===== config.mk =====
export PLATFORM = sky130hd
export DESIGN_NAME = bmsr_readout
export DESIGN_NICKNAME = d
export VERILOG_FILES = /design/src/core/bmsr_sync.v /design/src/core/bmsr_readout.v
export VERILOG_INCLUDE_DIRS = /design/src /design/src/core
export SDC_FILE = /design/constraint.sdc
export NUM_CORES = 1
export LEC_CHECK = 0
export ABC_AREA = 1
export BUFFER_PORTS_ARGS = -buffer_cell sky130_fd_sc_hd__buf_4
export CAP_MARGIN = 20
export CORE_ASPECT_RATIO = 2
export CORE_MARGIN = 10
export CORE_UTILIZATION = 44
export DETAILED_ROUTE_END_ITERATION = 7
export GPL_ROUTABILITY_DRIVEN = 0
export PLACE_DENSITY = 0.74
export REMOVE_ABC_BUFFERS = 1
export SLEW_MARGIN = 0
export SYNTH_ARGS = -nofsm -noshare
export SYNTH_HDL_FRONTEND = slang
export SYNTH_SLANG_ARGS = --single-unit

===== constraint.sdc =====
create_clock -name i_clock -period 1.68 [get_ports i_clock]
set_input_delay 0.084 -clock i_clock [delete_from_list [all_inputs] [get_ports i_clock]]
set_output_delay 0.084 -clock i_clock [all_outputs]
set_load 0.05 [all_outputs]

===== src/core/bmsr_consts.vh =====
`ifndef BMSR_CONSTS_VH
`define BMSR_CONSTS_VH
// Command codes of the readable result words.
`define BMSR_CMD_PROT_A 8'h03
`define BMSR_CMD_PROT_B 8'h05
`define BMSR_CMD_PROT_C 8'h07
`define BMSR_CMD_LAST_A 8'h0b
`define BMSR_CMD_LAST_B 8'h0d
`define BMSR_CMD_LAST_C 8'h0f
`define BMSR_CMD_CURRENT 8'h3a
`define BMSR_CMD_SENSE_1 8'h70
`define BMSR_CMD_SENSE_2 8'h72
`define BMSR_CMD_SENSE_3 8'h74
// Bit position of the cell undervoltage flag in the first fault word.
`define BMSR_PROT_A_UNDERVOLT_BIT 2
// Reset and fallback values.
`define BMSR_RESET_WORD 16'h0000
`define BMSR_UNMAPPED_WORD 16'h0000
// Seven-bit target address on the serial bus; value is arbitrary.
`define BMSR_TARGET_ADDR 7'h08
`endif


===== src/core/bmsr_sync.v =====
// Two-stage synchroniser for an input arriving from outside the clock domain.
module bmsr_sync (
    input wire i_clock,
    input wire i_reset_n,
    input wire i_async,
    output reg o_sync
);
    reg stage_one_reg;

    // The first stage is read only by the second stage.
    always @(posedge i_clock or negedge i_reset_n) begin
        if (!i_reset_n) begin
            stage_one_reg <= 1'b1;
            o_sync <= 1'b1;
        end else begin
            stage_one_reg <= i_async;
            o_sync <= stage_one_reg;
        end
    end
endmodule // bmsr_sync


===== src/core/bmsr_readout.v =====
// Functional notes
// - Three fault status words at 0x03/0x05/0x07.
// - Undervoltage sets bit two of first word.
// - Three lasting failure words at 0x0b/0x0d/0x0f.
// - No lasting failure means zero words.
// - Current result at 0x3a, one count milliamp.
// - Current result is sixteen bits wide.
// - Thermistor pin results in tenth kelvin.
// - Analog input mode returns pin millivolts.
// - Unconfigured pin yields no meaningful result.
// - Results go out low byte first.
`include "bmsr_consts.vh"
module bmsr_readout (
    input wire i_clock,
    input wire i_reset_n,
    input wire i_scl,
    input wire i_sda,
    output reg o_sda_oe_n,
    input wire [7:0] i_protection_fault_flags_a,
    input wire [7:0] i_protection_fault_flags_b,
    input wire [7:0] i_protection_fault_flags_c,
    input wire i_cell_undervoltage,
    input wire [7:0] i_lasting_failure_flags_a,
    input wire [7:0] i_lasting_failure_flags_b,
    input wire [7:0] i_lasting_failure_flags_c,
    input wire [15:0] i_secondary_current_converter,
    input wire [2:0] i_pin_configured,
    input wire [2:0] i_general_analog_input_mode,
    input wire [15:0] i_thermistor_pin_one_kelvin,
    input wire [15:0] i_thermistor_pin_two_kelvin,
    input wire [15:0] i_thermistor_pin_three_kelvin,
    input wire [15:0] i_thermistor_pin_one_mv,
    input wire [15:0] i_thermistor_pin_two_mv,
    input wire [15:0] i_thermistor_pin_three_mv,
    output reg [7:0] o_command_reg
);
    localparam ST_IDLE = 5'b00001;
    localparam ST_ADDR = 5'b00010;
    localparam ST_ACK = 5'b00100;
    localparam ST_WRITE = 5'b01000;
    localparam ST_READ = 5'b10000;

    wire scl_sync;
    wire sda_sync;
    reg scl_prev_reg;
    reg sda_prev_reg;
    reg [4:0] state_reg;
    reg [3:0] bit_count_reg;
    reg [7:0] shift_reg;
    reg reading_reg;
    reg [15:0] snapshot_reg;
    reg byte_sel_reg;
    reg host_ack_reg;

    bmsr_sync u_sync_scl (
        .i_clock(i_clock),
        .i_reset_n(i_reset_n),
        .i_async(i_scl),
        .o_sync(scl_sync)
    );
    bmsr_sync u_sync_sda (
        .i_clock(i_clock),
        .i_reset_n(i_reset_n),
        .i_async(i_sda),
        .o_sync(sda_sync)
    );

    // Maps a thermistor pin to its result word by mode and configuration.
    function [15:0] sense_word;
        input configured;
        input analog_mode;
        input [15:0] kelvin;
        input [15:0] millivolt;
        begin
            if (!configured) begin
                sense_word = `BMSR_RESET_WORD;
            end else if (analog_mode) begin
                sense_word = millivolt;
            end else begin
                sense_word = kelvin;
            end
        end
    endfunction

    // Result word selected by the command code in force.
    reg [15:0] result_word;
    always @* begin
        case (o_command_reg)
            `BMSR_CMD_PROT_A: begin
                result_word = {8'h00, i_protection_fault_flags_a};
                result_word[`BMSR_PROT_A_UNDERVOLT_BIT] = i_cell_undervoltage;
            end
            `BMSR_CMD_PROT_B: result_word = {8'h00, i_protection_fault_flags_b};
            `BMSR_CMD_PROT_C: result_word = {8'h00, i_protection_fault_flags_c};
            // Lasting failure words are all zero while no failure is flagged.
            `BMSR_CMD_LAST_A: result_word = {8'h00, i_lasting_failure_flags_a};
            `BMSR_CMD_LAST_B: result_word = {8'h00, i_lasting_failure_flags_b};
            `BMSR_CMD_LAST_C: result_word = {8'h00, i_lasting_failure_flags_c};
            `BMSR_CMD_CURRENT: result_word = i_secondary_current_converter;
            `BMSR_CMD_SENSE_1: result_word = sense_word(i_pin_configured[0],
                i_general_analog_input_mode[0], i_thermistor_pin_one_kelvin,
                i_thermistor_pin_one_mv);
            `BMSR_CMD_SENSE_2: result_word = sense_word(i_pin_configured[1],
                i_general_analog_input_mode[1], i_thermistor_pin_two_kelvin,
                i_thermistor_pin_two_mv);
            `BMSR_CMD_SENSE_3: result_word = sense_word(i_pin_configured[2],
                i_general_analog_input_mode[2], i_thermistor_pin_three_kelvin,
                i_thermistor_pin_three_mv);
            default: result_word = `BMSR_UNMAPPED_WORD;
        endcase
    end

    // Edge and bus-condition detectors, all on the synchronised pin levels.
    wire scl_rise = scl_sync && !scl_prev_reg;
    wire scl_fall = !scl_sync && scl_prev_reg;
    wire start_seen = scl_sync && scl_prev_reg && sda_prev_reg && !sda_sync;
    wire stop_seen = scl_sync && scl_prev_reg && !sda_prev_reg && sda_sync;

    // Serial target engine: address, command byte, then streamed result bytes.
    // Sampling at 25 MHz keeps up with the host model's 1.5625 MHz bus clock, 16 samples a bit.
    always @(posedge i_clock or negedge i_reset_n) begin
        if (!i_reset_n) begin
            scl_prev_reg <= 1'b1;
            sda_prev_reg <= 1'b1;
            state_reg <= ST_IDLE;
            bit_count_reg <= 4'h0;
            shift_reg <= 8'h00;
            reading_reg <= 1'b0;
            snapshot_reg <= `BMSR_RESET_WORD;
            byte_sel_reg <= 1'b0;
            host_ack_reg <= 1'b0;
            o_command_reg <= 8'h00;
            o_sda_oe_n <= 1'b1;
        end else begin
            scl_prev_reg <= scl_sync;
            sda_prev_reg <= sda_sync;
            if (start_seen) begin
                state_reg <= ST_ADDR;
                bit_count_reg <= 4'h0;
                o_sda_oe_n <= 1'b1;
            end else if (stop_seen) begin
                state_reg <= ST_IDLE;
                o_sda_oe_n <= 1'b1;
            end else begin
                case (state_reg)
                    ST_IDLE: o_sda_oe_n <= 1'b1;
                    ST_ADDR, ST_WRITE: begin
                        if (scl_rise) begin
                            shift_reg <= {shift_reg[6:0], sda_sync};
                            bit_count_reg <= bit_count_reg + 4'h1;
                        end else if (scl_fall && bit_count_reg == 4'h8) begin
                            bit_count_reg <= 4'h0;
                            if (state_reg == ST_ADDR) begin
                                if (shift_reg[7:1] == `BMSR_TARGET_ADDR) begin
                                    reading_reg <= shift_reg[0];
                                    o_sda_oe_n <= 1'b0;
                                    state_reg <= ST_ACK;
                                    // Freeze the word so both bytes match.
                                    snapshot_reg <= result_word;
                                    byte_sel_reg <= 1'b0;
                                end else begin
                                    state_reg <= ST_IDLE;
                                end
                            end else begin
                                o_command_reg <= shift_reg;
                                o_sda_oe_n <= 1'b0;
                                state_reg <= ST_ACK;
                            end
                        end
                    end
                    // The acknowledge bit stands until the host lowers the clock again.
                    ST_ACK: begin
                        if (scl_fall) begin
                            if (reading_reg) begin
                                state_reg <= ST_READ;
                                shift_reg <= byte_sel_reg ? snapshot_reg[15:8] :
                                    snapshot_reg[7:0];
                                o_sda_oe_n <= byte_sel_reg ? snapshot_reg[15] :
                                    snapshot_reg[7];
                                bit_count_reg <= 4'h1;
                            end else begin
                                state_reg <= ST_WRITE;
                                o_sda_oe_n <= 1'b1;
                            end
                        end
                    end
                    // Each data bit is set up after a falling clock and held to the next.
                    // The host's acknowledge is taken on the ninth rising clock of a byte,
                    // so a missing acknowledge ends the read without driving the bus.
                    ST_READ: begin
                        if (scl_rise && bit_count_reg == 4'h9) begin
                            host_ack_reg <= !sda_sync;
                        end else if (scl_fall) begin
                            if (bit_count_reg == 4'h8) begin
                                o_sda_oe_n <= 1'b1;
                                bit_count_reg <= 4'h9;
                            end else if (bit_count_reg == 4'h9) begin
                                if (host_ack_reg) begin
                                    // High byte follows the low byte.
                                    byte_sel_reg <= !byte_sel_reg;
                                    shift_reg <= byte_sel_reg ? snapshot_reg[7:0] :
                                        snapshot_reg[15:8];
                                    o_sda_oe_n <= byte_sel_reg ? snapshot_reg[7] :
                                        snapshot_reg[15];
                                    bit_count_reg <= 4'h1;
                                end else begin
                                    state_reg <= ST_IDLE;
                                end
                            end else begin
                                o_sda_oe_n <= shift_reg[6];
                                shift_reg <= {shift_reg[6:0], 1'b0};
                                bit_count_reg <= bit_count_reg + 4'h1;
                            end
                        end
                    end
                    default: state_reg <= ST_IDLE;
                endcase
            end
        end
    end
endmodule // bmsr_readout


# Word-level counts from Yosys, hierarchy flattened
# Index checks and enable logic that the tools add are counted.
# op_classes
n_shift,0
order_cmp,0
n_eq_ne,49
n_reduce_logical,27
mul,0
n_mux,69
n_addsub,1
bitwise,4
n_div,0
# ops
cell,n
$pmux W16 S10,1
$mux W16,6
$mux W8,10
$mux W5,12
$mux W4,11
$ne A4 B4 Y1 const B,9
$ne A2 B2 Y1 const B,13
$eq A8 B4 Y1 const B,3
$eq A8 B7 Y1 const B,3
$pmux W8 S3,1
$mux W1,23
$pmux W5 S4,1
$ne A3 B3 Y1 const B,6
$eq A8 B3 Y1 const B,2
$reduce_and A8 Y1,2
$pmux W4 S3,1
$reduce_and A12 Y1,1
$ne A5 B5 Y1 const B,2
$reduce_and A10 Y1,1
$logic_and A1 B1 Y1,9
$reduce_and A9 Y1,1
$eq A4 B4 Y1 const B,2
$eq A8 B2 Y1 const B,1
$eq A8 B6 Y1 const B,1
21 further kinds,28
# totals
ram_bits,0
reg_bits,51
wordCells,165
latch_bits,0
romBits,0
mem_count,0

# Logic depth before layout (Yosys ltp)
# depth
ltp_word,9
mapped_depth,12

# Hierarchy
# From an unflattened synthesis, not the netlist that was laid out.
# hier_totals
cells_unflattened,804
hier_area_um2,4820.9
# modules_own_cells
module,cells_per_inst,area_per_inst_um2,seq_area_each_um2,n_inst
bmsr_readout,800,4715.8,1181.1,1
bmsr_sync,2,52.6,52.6,2

# Worst setup path after synthesis
# Ideal clock, no wire load.
# synth_timing
kind,register to register
from,reg o_command_reg[4]
to,reg snapshot_reg[5]
synth_period_minus_slack_ns,1.771
arrival_time_ns,1.706
setup_slack_ns,-0.091
path_buffers,1
required_ns,1.615
stages_incl_launch_ff,10
path_cell_list,dfrtp_1 -> nand4_1 -> nor2_1 -> buf_2 -> nand2_1 -> nand2_1 -> nor2_1 -> nand3b_1 -> nand2_1 -> nand2_1
# synth_between
elab_chain_len,2
# synth_rtl
item,line_no,rtl
start: declaration,bmsr_readout.v:35,output reg [7:0] o_command_reg
start signal: assignment,bmsr_readout.v:165,o_command_reg <= shift_reg;
$eq A8 B7 Y1 (tied with other cells),n/a,
$pmux W16 S10 *,bmsr_readout.v:88,case (o_command_reg)
end signal: assignment,bmsr_readout.v:129,snapshot_reg <= `BMSR_RESET_WORD;
end signal: assignment,bmsr_readout.v:159,snapshot_reg <= result_word;
end: declaration,bmsr_readout.v:51,reg [15:0] snapshot_reg;
# Mark *: on every way between the ends. The rest lies on a longest branch, timed or not.
# A chain may end at the register's enable or synchronous reset.

# Worst setup path after layout
# layout_timing
from,reg state_reg[3]
to,reg o_sda_oe_n
# layout_between
elab_chain_len,7
# layout_rtl
item,line_no,rtl
start: declaration,bmsr_readout.v:47,reg [4:0] state_reg;
start signal: assignment,bmsr_readout.v:125,state_reg <= ST_IDLE;
start signal: assignment,bmsr_readout.v:138,state_reg <= ST_ADDR;
start signal: assignment,bmsr_readout.v:142,state_reg <= ST_IDLE;
$eq A5 B2 Y1,"bmsr_readout.v:145, bmsr_readout.v:153",
$mux W1,bmsr_readout.v:153,if (state_reg == ST_ADDR) begin
$mux W1,bmsr_readout.v:151,end else if (scl_fall && bit_count_reg == 4'h8) begin
$mux W1,bmsr_readout.v:148,if (scl_rise) begin
$pmux W1 S4,bmsr_readout.v:145,case (state_reg)
$mux W1,bmsr_readout.v:141,end else if (stop_seen) begin
$mux W1,bmsr_readout.v:137,if (start_seen) begin
end signal: assignment,bmsr_readout.v:178,o_sda_oe_n <= byte_sel_reg ? snapshot_reg[15] :
end signal: assignment,bmsr_readout.v:203,o_sda_oe_n <= byte_sel_reg ? snapshot_reg[7] :
end signal: assignment,bmsr_readout.v:210,o_sda_oe_n <= shift_reg[6];
end: declaration,bmsr_readout.v:18,"output reg o_sda_oe_n,"
# Parallel ways exist; a longest one is shown, timed or not. The select of a mux whose other input is x is not followed.

==> run summary <==
Final Hold Fails: 0
vias in the first global route: 6207
Max VDD drop: 420 uV
unrepaired setup endpoints after global routing: true
die height: 165 um
status: complete, but fails checks
GR Util All Layers: 24.8%
# diodes: 0
Tmin final: 1.74 ns
Fillers: 903
H-tree Lvls: 2
Top FF cell, synth: dfrtp_1
DRC: 0
CORE AREA: 10400 sq um
CTS tree: yes
Worst Hold Depth: 3
internal power: 2610 uW
Fmax: 574 MHz
die width: 92.6 um
Layout area overhead: 60.6%
synth warn: 0
# clock sinks: 51
global-route wire length before repair: 30.5 mm
largest fanout on the critical path: 5
hold worst-path end: snapshot_reg[9]
Post-Synthesis Cells: 792
critical path class: flop to flop
pin slew with the least headroom to its limit: 0.653 ns
RR Endpoint: o_sda_oe_n
Leak: 0.00405 uW
Synth cell types: 36
FF-to-FF setup slack: -0.06 ns
IO Port Bufs: 178
share of layout cells above drive strength 1: 37.5%
row count: 53
Routed Antenna Nets: 0
worst clock skew: 0.00808 ns
Critical Path End Type: flop
Clock Power Share: 26.9%
post-synth top area share: 26.4%
synth top area cells: nand2_1 26%, dfrtp_1 23%, nand3_1 9.9%, nor2_1 7.4%, inv_1 4.6%
Synth Register Bits: 51
max reg flops: 16
Max-Cap Viols: 0
Comb pwr share: 36.4%
failing checks: negative setup slack
final worst setup slack: -0.0618 ns
average wire per standard cell: 17.2 um
Post-Syn Area per Cell: 5.86 sq um
switching share of power: 34.0%
DP HPWL: 15.8 mm
WL final: 20.3 mm
drt pass-1 iters: 5
Hold Crit Start: i_secondary_current_converter[9]
TritonCTS Buffers: 5
Vias/cell: 5.33
Synth Cell Area: 4640 sq um
Reg-to-Reg Start: state_reg[3]
most numerous cell in the Yosys netlist: nand2_1
clk slew on worst S/H paths: 0.07 ns
Pwr per Cell Area: 530 nW/um^2
Final nets: 1217
Async S/R FF share, synth: 100%
Clock Latency Late Sink: 0.29 ns
Psw: 1350 uW
Synth top cells by count: 327 x nand2_1, 92 x nand3_1, 92 x nor2_1, 57 x inv_1, 43 x dfrtp_1
Reg2Reg Depth: 9
EDFF count, synth: 0
Worst Path Required: 1.92 ns
Seq/Total Area, Yosys: 27.7%
area leader, netlist: nand2_1
Root Buffer: clkbuf_16
pin count of the biggest net entering global routing: 52
# IOs: 180
crit start category: flop
final worst path period share: 104%
Via Count: 6292
total die area: 15300 sq um
antenna violations before repair: 0
critical path data arrival time: 1.98 ns
Starting Density: 44.6%
hold slack: 0.0969 ns
Max Slew Vio Count: 0
Hold WC Path Type: input port to flop
clock buffer depth: 2
Reg power frac: 36.7%
Setup Slack @ Placement: -0.0751 ns
final setup violation count: 20
relative slew slack: 56.5%
Starting DRT DRC Count: 325
global route overflow: 0
overall power: 3950 uW
[area by class of cell]
cell class | instances | area [sq um] | area share, %
clock buffers | 6 | 139 | 1.86
clock inverters | 2 | 16.3 | 0.218
inverters | 63 | 239 | 3.21
multi-input cells | 657 | 3410 | 45.7
flip-flops and latches | 51 | 1290 | 17.3
well taps | 137 | 171 | 2.30
repair buffers | 265 | 2190 | 29.4
[through the flow]
step | cells | cell area, sq um | setup TNS [ns] | util (%)
detailed placement | 1151 | 6630 | -0.617 | 63.7
CTS | 1166 | 6880 | -0.0228 | 66.1
floorplan | 771 | 4550 | -10.06 | -
finish | 1181 | 7450 | -0.532 | 71.6
global route | 1181 | 7450 | -2.92 | 71.6
global placement | 1151 | 6630 | -0.267 | 63.7
[what timing repair did]
item / CTS / global route
buffers inserted: 4 / 11
hold buffers: 3 / 0
pin swaps: 6 / 49
setup endpoints to repair: 22 / 40
cloned: 0 / 5
resized for setup: 11 / 118
endpoints found under the hold margin: 45 / 0
[layout by cell type, fill, tap and decap left out, types with 2 or more instances in the layout]
cell type,synthesis,routed
a21oi_1,35,34
and3_1,3,2
buf_12,0,7
buf_4,0,241
buf_6,0,10
clkbuf_16,0,9
clkinv_1,2,2
dfrtp_1,43,42
dfstp_2,8,8
dlygate4sd3_1,0,3
ha_1,3,3
inv_1,57,49
inv_2,4,11
mux2i_1,9,9
nand2_1,327,291
nand2_2,3,28
nand2_4,3,12
nand2_8,0,2
nand3_1,92,83
nand3_2,2,8
nand3_4,2,5
nand3b_1,5,5
nand4_1,10,10
nor2_1,92,72
nor2_2,5,15
nor2_4,4,14
nor3_4,2,2
o2111ai_1,2,2
o211ai_1,8,8
o21ai_0,29,22
o21ai_1,11,11
o21ai_2,0,7
or2_2,3,2
or2_4,0,2
[routing by layer]
layer | vias to the layer above | GRT usage, % | share of wire [%]
met5 | - | 0 | 0
met4 | 0 | 14.6 | 6.1
met3 | 79 | 5.16 | 6.8
met2 | 293 | 48.4 | 56
met1 | 2862 | 22.7 | 31
li1 | 3058 | - | -
[power groups by stage]
stage | clock network, uW | registers (uW) | logic, uW
floorplan | 0 | 1490 | 574
global placement | 0 | 1460 | 1260
detailed placement | 0 | 1470 | 1280
CTS | 1070 | 1440 | 1310
global route | 1130 | 1460 | 1570
finish | 1060 | 1450 | 1440
[how the worst max path moves through the flow]
stage	start	end	slack, ns	cells past startpoint
after floorplan	o_command_reg[7]	snapshot_reg[0]	-1.13	8
after global placement	u_sync_scl.o_sync	bit_count_reg[0]	-0.05	8
after detailed placement	u_sync_scl.o_sync	state_reg[0]	-0.08	8
after CTS	state_reg[3]	shift_reg[0]	-0.02	9
after global routing	state_reg[3]	o_sda_oe_n	-0.21	9
final	state_reg[3]	o_sda_oe_n	-0.06	9
[cells by family (layout without fill, tap and decap cells)]
group | Yosys count | after routing | share of synthesized area (%)
xor+xnor | 2 | 2 | 0.378
flops | 51 | 51 | 27.7
simple gates | 556 | 556 | 52.0
mux | 9 | 9 | 1.94
compound gates | 87 | 87 | 10.1
buf+inv | 84 | 336 | 7.09
fa+ha+maj | 3 | 3 | 0.809
[worst max-delay path, cell delays in order (launching register included)]
cell     delay, ns
dfrtp_2       0.44
nor2_4        0.24
nand2_1       0.12
nor2_1        0.30
nor2_1        0.11
nand2_1       0.12
nand2_1       0.08
nor2_1        0.08
nand3_1       0.10
nand2_1       0.08
(Power assumes the default switching activity.)
